`src/logic/sst_pkg.sv`:
```
// Purpose: shared constants and types for the skip/sub/table/xor executor
// Assumes: 8-bit data path, 14-bit program words, 1-cycle memories
// Notes:
package sst_pkg;
  localparam int DAW = 7;
  localparam int PAW = 10;
  localparam int PDW = 14;
  localparam logic [7:0] ACC_RST = 8'h00;
  localparam logic [7:0] BYTE_ONES = 8'hff;
  localparam logic [7:0] BYTE_ONE = 8'h01;
  localparam logic [PAW-1:0] PC_RST = 10'h000;
  localparam logic [1:0] LAST_PAGE = 2'h3;

  typedef enum logic [4:0] {
    OP_NOP, OP_DEC_SKIP_ACC, OP_INC_SKIP_MEM, OP_INC_SKIP_ACC, OP_SET_BYTE,
    OP_SET_BIT, OP_SKIP_BIT_ONE, OP_SKIP_BIT_ZERO, OP_SKIP_ZERO,
    OP_MOVE_ZERO_SKIP, OP_SUB_ACC, OP_SUB_MEM, OP_SUB_IMM, OP_SWAP_MEM,
    OP_SWAP_ACC, OP_TAB_PAGED, OP_TAB_CUR, OP_TAB_LAST, OP_XOR_ACC,
    OP_XOR_MEM, OP_XOR_IMM
  } sst_op_e;

  typedef enum logic [2:0] {
    ST_EXEC = 3'b001,
    ST_DUMMY = 3'b010,
    ST_TABLE = 3'b100
  } sst_state_e;

  typedef struct packed {
    sst_op_e        op;
    logic [DAW-1:0] addr;
    logic [2:0]     bit_sel;
    logic [7:0]     imm;
  } sst_instr_s;

  typedef struct packed {
    logic ov;
    logic z;
    logic ac;
    logic c;
  } sst_flags_s;

  typedef struct packed {
    logic           we;
    logic [DAW-1:0] addr;
    logic [7:0]     wdata;
  } sst_dwrite_s;
endpackage

```
`src/logic/sst_core.sv`:
```
// Purpose: executes skip, set, subtract, swap, table read and xor
// Assumes: instr_i valid each cycle instr_valid_i high; data memory read
//          combinationally by the caller at dmem_raddr_o; program memory
//          word read combinationally while prog_rd_o is high
// Notes: taken skips and table ops stall fetch one cycle via busy_o
module sst_core (
  input  wire logic                    clk_i,
  input  wire logic                    rstn_i,
  input  wire logic                    instr_valid_i,
  input  wire sst_pkg::sst_instr_s     instr_i,
  input  wire logic [7:0]              dmem_rdata_i,
  input  wire logic [sst_pkg::PDW-1:0] prog_rdata_i,
  input  wire logic [7:0]              tbl_ptr_low_i,
  input  wire logic [1:0]              tbl_ptr_high_i,
  input  wire logic [1:0]              cur_page_i,
  output logic [sst_pkg::DAW-1:0]      dmem_raddr_o,
  output sst_pkg::sst_dwrite_s         dmem_wr_o,
  output logic [sst_pkg::PAW-1:0]      prog_raddr_o,
  output logic                         prog_rd_o,
  output logic [7:0]                   acc_o,
  output sst_pkg::sst_flags_s          flags_o,
  output logic [7:0]                   table_high_byte_reg_o,
  output logic                         skip_o,
  output logic                         busy_o
);
  typedef struct packed {
    sst_pkg::sst_state_e  st;
    logic [7:0]           acc;
    sst_pkg::sst_flags_s  fl;
    logic [7:0]           table_high_byte_reg;
    sst_pkg::sst_dwrite_s wr;
    logic [sst_pkg::DAW-1:0] tab_dst;
    logic [sst_pkg::PAW-1:0] paddr;
    logic                 prd;
    logic                 skip;
    logic                 busy;
  } sst_state_s;

  sst_state_s s_r, s_nxt;
  logic [8:0] diff;
  logic [4:0] ndiff;
  logic [7:0] b, m, sub_res, bit_mask;
  logic       ov;
  logic       take;

  assign m = dmem_rdata_i;
  assign dmem_raddr_o = instr_i.addr;
  assign bit_mask = BYTE_ONE_SHIFT(instr_i.bit_sel);
  assign take = (s_r.st == sst_pkg::ST_EXEC) && instr_valid_i;

  function automatic logic [7:0] BYTE_ONE_SHIFT(input logic [2:0] n);
    BYTE_ONE_SHIFT = sst_pkg::BYTE_ONE << n;
  endfunction

  // one subtractor serves all three subtract forms
  always_comb
  begin
    b = (instr_i.op == sst_pkg::OP_SUB_IMM) ? instr_i.imm : m;
    diff = {1'b0, s_r.acc} - {1'b0, b};
    ndiff = {1'b0, s_r.acc[3:0]} - {1'b0, b[3:0]};
    sub_res = diff[7:0];
    ov = (s_r.acc[7] ^ b[7]) & (s_r.acc[7] ^ sub_res[7]);
  end

  always_comb
  begin
    logic       sk;
    logic [7:0] r;
    sk = 1'b0;
    r = 8'h00;
    s_nxt = s_r;
    s_nxt.wr.we = 1'b0;
    s_nxt.prd = 1'b0;
    s_nxt.skip = 1'b0;
    s_nxt.busy = 1'b0;
    case (s_r.st)
      sst_pkg::ST_EXEC:
      begin
        if (instr_valid_i)
        begin
          s_nxt.wr.addr = instr_i.addr;
          case (instr_i.op)
            sst_pkg::OP_DEC_SKIP_ACC:
            begin
              r = m - sst_pkg::BYTE_ONE;
              s_nxt.acc = r;
              sk = (r == 8'h00);
            end
            sst_pkg::OP_INC_SKIP_MEM:
            begin
              r = m + sst_pkg::BYTE_ONE;
              s_nxt.wr.we = 1'b1;
              s_nxt.wr.wdata = r;
              sk = (r == 8'h00);
            end
            sst_pkg::OP_INC_SKIP_ACC:
            begin
              r = m + sst_pkg::BYTE_ONE;
              s_nxt.acc = r;
              sk = (r == 8'h00);
            end
            sst_pkg::OP_SET_BYTE:
            begin
              s_nxt.wr.we = 1'b1;
              s_nxt.wr.wdata = sst_pkg::BYTE_ONES;
            end
            sst_pkg::OP_SET_BIT:
            begin
              s_nxt.wr.we = 1'b1;
              s_nxt.wr.wdata = m | bit_mask;
            end
            sst_pkg::OP_SKIP_BIT_ONE:
              sk = |(m & bit_mask);
            sst_pkg::OP_SKIP_BIT_ZERO:
              sk = ~|(m & bit_mask);
            sst_pkg::OP_SKIP_ZERO:
              sk = (m == 8'h00);
            sst_pkg::OP_MOVE_ZERO_SKIP:
            begin
              s_nxt.acc = m;
              sk = (m == 8'h00);
            end
            sst_pkg::OP_SUB_ACC, sst_pkg::OP_SUB_MEM, sst_pkg::OP_SUB_IMM:
            begin
              if (instr_i.op == sst_pkg::OP_SUB_MEM)
              begin
                s_nxt.wr.we = 1'b1;
                s_nxt.wr.wdata = sub_res;
              end
              else
              begin
                s_nxt.acc = sub_res;
              end
              s_nxt.fl.ov = ov;
              s_nxt.fl.z = (sub_res == 8'h00);
              s_nxt.fl.ac = ~ndiff[4];
              s_nxt.fl.c = ~diff[8];
            end
            sst_pkg::OP_SWAP_MEM:
            begin
              s_nxt.wr.we = 1'b1;
              s_nxt.wr.wdata = {m[3:0], m[7:4]};
            end
            sst_pkg::OP_SWAP_ACC:
              s_nxt.acc = {m[3:0], m[7:4]};
            sst_pkg::OP_TAB_PAGED, sst_pkg::OP_TAB_CUR, sst_pkg::OP_TAB_LAST:
            begin
              s_nxt.prd = 1'b1;
              s_nxt.busy = 1'b1;
              s_nxt.tab_dst = instr_i.addr;
              s_nxt.st = sst_pkg::ST_TABLE;
              if (instr_i.op == sst_pkg::OP_TAB_PAGED)
                s_nxt.paddr = {tbl_ptr_high_i, tbl_ptr_low_i};
              else if (instr_i.op == sst_pkg::OP_TAB_CUR)
                s_nxt.paddr = {cur_page_i, tbl_ptr_low_i};
              else
                s_nxt.paddr = {sst_pkg::LAST_PAGE, tbl_ptr_low_i};
            end
            sst_pkg::OP_XOR_ACC:
            begin
              r = s_r.acc ^ m;
              s_nxt.acc = r;
              s_nxt.fl.z = (r == 8'h00);
            end
            sst_pkg::OP_XOR_MEM:
            begin
              r = s_r.acc ^ m;
              s_nxt.wr.we = 1'b1;
              s_nxt.wr.wdata = r;
              s_nxt.fl.z = (r == 8'h00);
            end
            sst_pkg::OP_XOR_IMM:
            begin
              r = s_r.acc ^ instr_i.imm;
              s_nxt.acc = r;
              s_nxt.fl.z = (r == 8'h00);
            end
            default:
              r = 8'h00;
          endcase
          // taken skip holds fetch one cycle for the dummy slot
          if (sk)
          begin
            s_nxt.skip = 1'b1;
            s_nxt.busy = 1'b1;
            s_nxt.st = sst_pkg::ST_DUMMY;
          end
        end
      end
      sst_pkg::ST_DUMMY:
      begin
        // the instruction presented now is the cancelled one
        s_nxt.st = sst_pkg::ST_EXEC;
      end
      sst_pkg::ST_TABLE:
      begin
        s_nxt.wr.we = 1'b1;
        s_nxt.wr.addr = s_r.tab_dst;
        s_nxt.wr.wdata = prog_rdata_i[7:0];
        s_nxt.table_high_byte_reg = {2'h0, prog_rdata_i[sst_pkg::PDW-1:8]};
        s_nxt.st = sst_pkg::ST_EXEC;
      end
      default:
        s_nxt.st = sst_pkg::ST_EXEC;
    endcase
  end

  always_ff @(posedge clk_i or negedge rstn_i)
  begin
    if (!rstn_i)
    begin
      s_r <= '0;
      s_r.st <= sst_pkg::ST_EXEC;
      s_r.acc <= sst_pkg::ACC_RST;
      s_r.paddr <= sst_pkg::PC_RST;
    end
    else
      s_r <= s_nxt;
  end

  assign dmem_wr_o = s_r.wr;
  assign prog_raddr_o = s_r.paddr;
  assign prog_rd_o = s_r.prd;
  assign acc_o = s_r.acc;
  assign flags_o = s_r.fl;
  assign table_high_byte_reg_o = s_r.table_high_byte_reg;
  assign skip_o = s_r.skip;
  assign busy_o = s_r.busy;

  // operands of the taken op are looked at one cycle back through $past
  a_dummy_no_state: assert property (
    @(posedge clk_i) disable iff (!rstn_i)
    s_r.st == sst_pkg::ST_DUMMY |=> !s_r.wr.we && $stable(s_r.acc)
      && $stable(s_r.fl)) else $error("cancelled slot changed state");
  a_skip_two_cyc: assert property (
    @(posedge clk_i) disable iff (!rstn_i)
    skip_o |-> s_r.st == sst_pkg::ST_DUMMY ##1 s_r.st == sst_pkg::ST_EXEC)
    else $error("skip not two cycles");
  a_skip_flags_kept: assert property (
    @(posedge clk_i) disable iff (!rstn_i)
    skip_o |-> $stable(flags_o)) else $error("skip changed flags");
  a_set_byte_ones: assert property (
    @(posedge clk_i) disable iff (!rstn_i)
    s_r.st == sst_pkg::ST_EXEC && instr_valid_i
      && instr_i.op == sst_pkg::OP_SET_BYTE
      |=> dmem_wr_o.we && dmem_wr_o.wdata == 8'hff)
    else $error("byte set wrong");
  a_sub_carry: assert property (
    @(posedge clk_i) disable iff (!rstn_i)
    s_r.st == sst_pkg::ST_EXEC && instr_valid_i
      && instr_i.op == sst_pkg::OP_SUB_ACC
      |=> flags_o.c == ($past(s_r.acc) >= $past(m)))
    else $error("borrow flag wrong");
  a_xor_acc_val: assert property (
    @(posedge clk_i) disable iff (!rstn_i)
    s_r.st == sst_pkg::ST_EXEC && instr_valid_i
      && instr_i.op == sst_pkg::OP_XOR_ACC
      |=> acc_o == ($past(s_r.acc) ^ $past(m)) && $stable(flags_o.c))
    else $error("xor result wrong");
  a_inc_mem_skip: assert property (
    @(posedge clk_i) disable iff (!rstn_i)
    s_r.st == sst_pkg::ST_EXEC && instr_valid_i
      && instr_i.op == sst_pkg::OP_INC_SKIP_MEM
      |=> skip_o == (dmem_wr_o.wdata == 8'h00))
    else $error("increment skip wrong");
  a_last_page_addr: assert property (
    @(posedge clk_i) disable iff (!rstn_i)
    s_r.st == sst_pkg::ST_EXEC && instr_valid_i
      && instr_i.op == sst_pkg::OP_TAB_LAST
      |=> prog_rd_o && prog_raddr_o[9:8] == 2'h3 ##1 dmem_wr_o.we)
    else $error("last page read wrong");
  a_dec_acc_val: assert property (
    @(posedge clk_i) disable iff (!rstn_i)
    take && instr_i.op == sst_pkg::OP_DEC_SKIP_ACC
      |=> acc_o == $past(m) - 8'h01 && !dmem_wr_o.we
        && skip_o == (acc_o == 8'h00) && $stable(flags_o))
    else $error("decrement to acc wrong");
  a_inc_mem_val: assert property (
    @(posedge clk_i) disable iff (!rstn_i)
    take && instr_i.op == sst_pkg::OP_INC_SKIP_MEM
      |=> dmem_wr_o.we && dmem_wr_o.wdata == $past(m) + 8'h01
        && $stable(acc_o) && $stable(flags_o))
    else $error("increment in memory wrong");
  a_inc_acc_val: assert property (
    @(posedge clk_i) disable iff (!rstn_i)
    take && instr_i.op == sst_pkg::OP_INC_SKIP_ACC
      |=> acc_o == $past(m) + 8'h01 && !dmem_wr_o.we
        && skip_o == (acc_o == 8'h00) && $stable(flags_o))
    else $error("increment to acc wrong");
  a_skip_busy: assert property (
    @(posedge clk_i) disable iff (!rstn_i)
    skip_o |-> busy_o) else $error("skip without dummy slot");
  a_set_bit_val: assert property (
    @(posedge clk_i) disable iff (!rstn_i)
    take && instr_i.op == sst_pkg::OP_SET_BIT
      |=> dmem_wr_o.we && $stable(flags_o) && dmem_wr_o.wdata
        == ($past(m) | (sst_pkg::BYTE_ONE << $past(instr_i.bit_sel))))
    else $error("bit set wrong");
  a_bit_one_skip: assert property (
    @(posedge clk_i) disable iff (!rstn_i)
    take && instr_i.op == sst_pkg::OP_SKIP_BIT_ONE
      |=> skip_o == $past(m[instr_i.bit_sel]) && $stable(flags_o))
    else $error("skip on bit one wrong");
  a_bit_zero_skip: assert property (
    @(posedge clk_i) disable iff (!rstn_i)
    take && instr_i.op == sst_pkg::OP_SKIP_BIT_ZERO
      |=> skip_o != $past(m[instr_i.bit_sel]) && $stable(flags_o))
    else $error("skip on bit zero wrong");
  a_zero_skip_val: assert property (
    @(posedge clk_i) disable iff (!rstn_i)
    take && instr_i.op == sst_pkg::OP_SKIP_ZERO
      |=> skip_o == ($past(m) == 8'h00) && !dmem_wr_o.we
        && $stable(acc_o))
    else $error("skip on zero wrong");
  a_move_zero_val: assert property (
    @(posedge clk_i) disable iff (!rstn_i)
    take && instr_i.op == sst_pkg::OP_MOVE_ZERO_SKIP
      |=> acc_o == $past(m) && skip_o == (acc_o == 8'h00)
        && $stable(flags_o))
    else $error("move zero skip wrong");
  a_sub_acc_val: assert property (
    @(posedge clk_i) disable iff (!rstn_i)
    take && instr_i.op == sst_pkg::OP_SUB_ACC
      |=> acc_o == $past(s_r.acc) - $past(m)
        && flags_o.z == (acc_o == 8'h00))
    else $error("subtract to acc wrong");
  a_sub_mem_val: assert property (
    @(posedge clk_i) disable iff (!rstn_i)
    take && instr_i.op == sst_pkg::OP_SUB_MEM
      |=> dmem_wr_o.we && dmem_wr_o.wdata == $past(s_r.acc) - $past(m)
        && $stable(acc_o))
    else $error("subtract to memory wrong");
  a_sub_imm_val: assert property (
    @(posedge clk_i) disable iff (!rstn_i)
    take && instr_i.op == sst_pkg::OP_SUB_IMM
      |=> acc_o == $past(s_r.acc) - $past(instr_i.imm)
        && flags_o.c == ($past(s_r.acc) >= $past(instr_i.imm)))
    else $error("subtract immediate wrong");
  a_swap_mem_val: assert property (
    @(posedge clk_i) disable iff (!rstn_i)
    take && instr_i.op == sst_pkg::OP_SWAP_MEM
      |=> dmem_wr_o.we && $stable(flags_o)
        && dmem_wr_o.wdata == {$past(m[3:0]), $past(m[7:4])})
    else $error("swap in memory wrong");
  a_swap_acc_val: assert property (
    @(posedge clk_i) disable iff (!rstn_i)
    take && instr_i.op == sst_pkg::OP_SWAP_ACC
      |=> acc_o == {$past(m[3:0]), $past(m[7:4])} && !dmem_wr_o.we
        && $stable(flags_o))
    else $error("swap to acc wrong");
  a_paged_addr: assert property (
    @(posedge clk_i) disable iff (!rstn_i)
    take && instr_i.op == sst_pkg::OP_TAB_PAGED
      |=> prog_rd_o && busy_o
        && prog_raddr_o == {$past(tbl_ptr_high_i), $past(tbl_ptr_low_i)})
    else $error("paged table address wrong");
  a_cur_page_addr: assert property (
    @(posedge clk_i) disable iff (!rstn_i)
    take && instr_i.op == sst_pkg::OP_TAB_CUR
      |=> prog_rd_o
        && prog_raddr_o == {$past(cur_page_i), $past(tbl_ptr_low_i)})
    else $error("current page address wrong");
  a_table_write: assert property (
    @(posedge clk_i) disable iff (!rstn_i)
    s_r.st == sst_pkg::ST_TABLE
      |=> dmem_wr_o.we && dmem_wr_o.addr == $past(s_r.tab_dst)
        && dmem_wr_o.wdata == $past(prog_rdata_i[7:0]) && $stable(flags_o)
        && table_high_byte_reg_o
          == {2'h0, $past(prog_rdata_i[sst_pkg::PDW-1:8])})
    else $error("table word split wrong");
  a_xor_mem_val: assert property (
    @(posedge clk_i) disable iff (!rstn_i)
    take && instr_i.op == sst_pkg::OP_XOR_MEM
      |=> dmem_wr_o.we && dmem_wr_o.wdata == ($past(s_r.acc) ^ $past(m))
        && flags_o.z == (dmem_wr_o.wdata == 8'h00)
        && $stable(acc_o) && $stable(flags_o.c))
    else $error("xor to memory wrong");
  a_xor_imm_val: assert property (
    @(posedge clk_i) disable iff (!rstn_i)
    take && instr_i.op == sst_pkg::OP_XOR_IMM
      |=> acc_o == ($past(s_r.acc) ^ $past(instr_i.imm))
        && flags_o.z == (acc_o == 8'h00) && $stable(flags_o.ov))
    else $error("xor immediate wrong");
endmodule

```
`config.mk`:
```
export PLATFORM = sky130hd
export DESIGN_NAME = sst_core
export DESIGN_NICKNAME = d
export VERILOG_FILES = /design/src/logic/sst_pkg.sv /design/src/logic/sst_core.sv
export SDC_FILE = /design/constraint.sdc
export NUM_CORES = 1
export LEC_CHECK = 0
export BUFFER_PORTS_ARGS = -buffer_cell sky130_fd_sc_hd__buf_2
export CAP_MARGIN = 15
export CORE_MARGIN = 8
export CORE_UTILIZATION = 43
export CTS_CLUSTER_DIAMETER = 40
export DETAILED_ROUTE_END_ITERATION = 10
export PLACE_DENSITY_LB_ADDON = 0.15
export SETUP_SLACK_MARGIN = 0.02
export SYNTH_ARGS = -nofsm -noshare
export SYNTH_HDL_FRONTEND = slang
export SYNTH_SLANG_ARGS = --single-unit
```
`constraint.sdc`:
```
create_clock -name clk_i -period 5.5 [get_ports clk_i]
set_input_delay 0.55 -clock clk_i [delete_from_list [all_inputs] [get_ports clk_i]]
set_output_delay 0.55 -clock clk_i [all_outputs]
set_load 0.02 [all_outputs]
```
==> impl_results.rst <==
.. list-table::
   :header-rows: 1

   * - Metric
     - Value
   * - Result of the run
     - complete, no violations
   * - Final setup violating endpoints
     - 0
   * - Combined area of the multi-input logic cells
     - 2970 um^2
   * - Max stage delay cell, worst path
     - sky130_fd_sc_hd__or3_1
   * - Arrival time at the worst endpoint
     - 4.08 ns
   * - Maximum ir drop on the vdd rail
     - 253 uV
   * - DRC viols
     - 0
   * - FFs w/ async S/R, synth
     - 100%
   * - Number of flops mapped to enable cells by yosys
     - 0
   * - Capturing element type of the critical path
     - flip-flop
   * - Die Height
     - 124 um
   * - Setup_tns
     - 0 ns
   * - Synthesized area per cell
     - 8.73 um^2
   * - Number of sinks driven by the clock tree
     - 57
   * - Sequential-to-total area share from yosys stat
     - 28.3%
   * - Fillcell total
     - 1150
   * - Pwr Density
     - 359 nW/um^2
   * - Via count of the first global-routing pass
     - 4583
   * - Count of vias placed by the detailed router
     - 4617
   * - Leakage
     - 2.47 nW
   * - Core region area
     - 11400 um^2
   * - Deepest clock path buffer count
     - 2
   * - Actual transition at the worst max-transition pin
     - 1.08 ns
   * - Leading cell type in the layout, fill and taps excluded
     - sky130_fd_sc_hd__buf_2
   * - Cell Chain, Critical Path
     - buf_2, nand2b_1, or3_1, mux2_2, ha_1, fa_1, nand2b_1, a211oi_1, o221ai_1, o311ai_0, o2111ai_1, a221o_1
   * - Yosys warnings
     - 0
   * - Depth of the CTS H-tree
     - 3
   * - Cell repeated most along the worst path
     - sky130_fd_sc_hd__nand2b_1
   * - Root Driver
     - sky130_fd_sc_hd__clkbuf_16
   * - Weighted congestion at the end of routability-driven global placement
     - 0.905
   * - TritonCTS Buffers
     - 9
   * - Path category of the worst min-delay check
     - in2async
   * - Drt initial violations
     - 493
   * - Setup repair after global routing missed its margin
     - no
   * - Achievable clock frequency
     - 258 MHz
   * - Worst-case reg-to-reg path depth
     - 9
   * - Total iterations of the first detailed-routing run
     - 5
   * - Source of the critical timing path
     - instr_i[21]
   * - DIE AREA
     - 15500 um^2
   * - Clock tree from TritonCTS
     - done
   * - Number of placement rows
     - 39
   * - Top-level port count
     - 116
   * - Maximum number of pins on one net before global-route repair
     - 58
   * - Reg-to-Reg Start
     - acc_o[0]$_DFFE_PN0P_
   * - Combined area of all synthesized cells
     - 5050 um^2
   * - Top library cells by usage in the layout, fill and taps aside
     - 113 x sky130_fd_sc_hd__buf_2, 56 x sky130_fd_sc_hd__dfrtp_1, 52 x sky130_fd_sc_hd__nand2_1, 33 x sky130_fd_sc_hd__nor2_1, 24 x sky130_fd_sc_hd__a21oi_1
   * - Dominant synthesized flop cell
     - sky130_fd_sc_hd__dfrtp_1
   * - Overflow left after global routing
     - 0
   * - Gate count of the mapped netlist
     - 578
   * - Fin nets
     - 687
   * - Buffers inserted by post-CTS timing repair
     - 0
   * - Post-detail-place hpwl
     - 12.0 mm
   * - Combined global-route utilization of all metal layers
     - 20.6%
   * - Design Power
     - 2.00 mW
   * - Final hold vios
     - 0
   * - Antenna violations before repair
     - 0
   * - Final min period
     - 3.87 ns
   * - Clock latency on the worst-skew pair
     - 0.33 ns
   * - Area added between synthesis and finish
     - 10.1%
   * - Critical register-to-register path endpoint
     - dmem_wr_o[6]$_DFFE_PN0P_
   * - Detail Route Antenna Nets
     - 0
   * - Category of the worst setup path launch point
     - input port
   * - Final cycle utilization of the critical path
     - 70.3%
   * - Count of maximum capacitance violations
     - 0
   * - Via density per instance
     - 6.07
   * - First-pass GRT wire length
     - 26.0 mm
   * - Max-slew violations
     - 0
   * - Total area of sequential cells
     - 1430 um^2
   * - Starting density of the core
     - 44.2%
   * - Cells resized by post-CTS repair
     - 0
   * - Largest fanout on the critical path
     - 21
   * - Wire length after detailed routing
     - 15.9 mm
   * - Number of distinct library cells after synthesis
     - 79
   * - Average wire length per cell after detail routing
     - 20.9 um
   * - Required time worst endpoint
     - 5.71 ns
   * - PortBufs
     - 113
   * - Critical path buffers and inverters
     - 1
   * - Clock Pin Slew Worst Setup and Hold Paths
     - 0.05 ns
   * - R2R Setup Slk
     - 2.60 ns
   * - Kind of cell adding the most delay to the critical path
     - compound AO/OA/AOI/OAI gates
   * - Worst Setup Path Type
     - in2reg
   * - Share of final-layout standard cells stronger than drive strength 1
     - 28.8%
   * - Hold bufs inserted after CTS
     - 0
   * - Worst hold margin
     - 0.372 ns
   * - Synthesized flop and latch total
     - 57
   * - Tightest slew margin relative to the limit
     - 27.5%
   * - Horizontal die dimension
     - 124 um
   * - Worst clock skew
     - 0.00689 ns
   * - Ant. Diodes
     - 0
   * - CP peak stage delay
     - 0.57 ns
==> sequential cells by signal, summed over array words and instances (netlist names) <==
| name | cells |
|---|---|
| table_high_byte_reg_o | 6 |
| flags_o | 4 |
| s_r | 10 |
| acc_o | 8 |
| prog_raddr_o | 10 |
| dmem_wr_o | 16 |
| prog_rd_o | 1 |
| busy_o | 1 |
| skip_o | 1 |
==> power breakdown <==
group	internal [mW]	switching, mW	total, mW
clock network	0.421	0.197	0.618
registers	0.517	0.112	0.629
logic	0.287	0.462	0.749
==> worst max path at each step <==
stage | endpoint | slack (ns) | cells after the start
2_1_floorplan | dmem_wr_o[6]$_DFFE_PN0P_ | 2.02 | 13
3_3_place_gp | dmem_wr_o[6]$_DFFE_PN0P_ | 1.44 | 12
3_5_place_dp | dmem_wr_o[6]$_DFFE_PN0P_ | 1.33 | 12
4_1_cts | dmem_wr_o[6]$_DFFE_PN0P_ | 1.68 | 12
5_1_grt | dmem_wr_o[6]$_DFFE_PN0P_ | 1.31 | 12
6_report | dmem_wr_o[6]$_DFFE_PN0P_ | 1.63 | 12
==> cell type report <==
cell class | count | area share [%]
tap | 143 | 3.22
sequential | 57 | 25.7
clock inverter | 3 | 1.17
timing repair buffer | 116 | 10.6
multi-input combinational | 413 | 53.5
clock buffer | 13 | 4.69
inverter | 16 | 1.08
==> synthesized netlist by cell type, types with 3 or more instances <==
library cell	number	area [um^2]
sky130_fd_sc_hd__nor2_1	33	124
sky130_fd_sc_hd__a31oi_1	5	31.3
sky130_fd_sc_hd__mux2i_1	7	70.1
sky130_fd_sc_hd__nor2b_1	8	50.1
sky130_fd_sc_hd__a21o_1	7	52.6
sky130_fd_sc_hd__nand2b_1	8	50.1
sky130_fd_sc_hd__nor3_2	3	30.0
sky130_fd_sc_hd__nor3b_1	9	67.6
sky130_fd_sc_hd__a22oi_1	12	90.1
sky130_fd_sc_hd__buf_4	59	443
sky130_fd_sc_hd__dfrtp_1	56	1400
sky130_fd_sc_hd__a221oi_1	7	61.3
sky130_fd_sc_hd__o221ai_1	9	78.8
sky130_fd_sc_hd__xnor2_1	15	131
sky130_fd_sc_hd__mux2_2	23	259
sky130_fd_sc_hd__o21a_1	4	30.0
sky130_fd_sc_hd__nor4_1	4	25.0
sky130_fd_sc_hd__a32oi_1	3	26.3
sky130_fd_sc_hd__and3_1	9	56.3
sky130_fd_sc_hd__nand3_1	15	75.1
sky130_fd_sc_hd__inv_1	15	56.3
sky130_fd_sc_hd__a21oi_1	24	120
sky130_fd_sc_hd__nand2_1	52	195
sky130_fd_sc_hd__a211oi_1	8	60.1
sky130_fd_sc_hd__xor2_1	18	158
sky130_fd_sc_hd__nand3b_1	5	37.5
sky130_fd_sc_hd__o2111ai_1	6	52.6
sky130_fd_sc_hd__nand4_1	7	43.8
sky130_fd_sc_hd__buf_2	11	55.1
sky130_fd_sc_hd__nor3_1	10	50.1
sky130_fd_sc_hd__a32o_1	3	30.0
sky130_fd_sc_hd__o22ai_1	5	31.3
sky130_fd_sc_hd__a2111oi_0	3	26.3
sky130_fd_sc_hd__o21ai_0	22	110
sky130_fd_sc_hd__ha_1	13	163
sky130_fd_sc_hd__a221o_1	3	30.0
sky130_fd_sc_hd__o21ai_1	3	15.0
sky130_fd_sc_hd__clkbuf_1	19	71.3
==> cell families after synthesis <==
family | share of synthesized area (%)
simple gates | 19.5
compound gates | 21.9
buf+inv | 13.1
flops | 28.3
xor+xnor | 5.73
mux | 7.64
fa+ha+maj | 3.84
other cells | 0.0743
==> per-stage QoR <==
step | utilization, % | instances | setup WS, ns | area, um^2
after floorplan | - | 579 | 2.02 | 5050
after global placement | 45.8 | 745 | 1.44 | 5230
after detailed placement | 45.8 | 745 | 1.33 | 5230
after CTS | 48.6 | 761 | 1.68 | 5550
after global routing | 48.6 | 761 | 1.31 | 5550
final | 48.6 | 761 | 1.63 | 5550
==> per-layer routing <==
metal	GRT usage, %	up-vias	wire length (um)
met1	26.8	2192	6790
li1	-	2133	-
met2	31.7	251	7180
met5	0	-	0
met3	4.98	41	1460
met4	9.36	0	493
No activity file was read; power rests on OpenSTA's default activity.
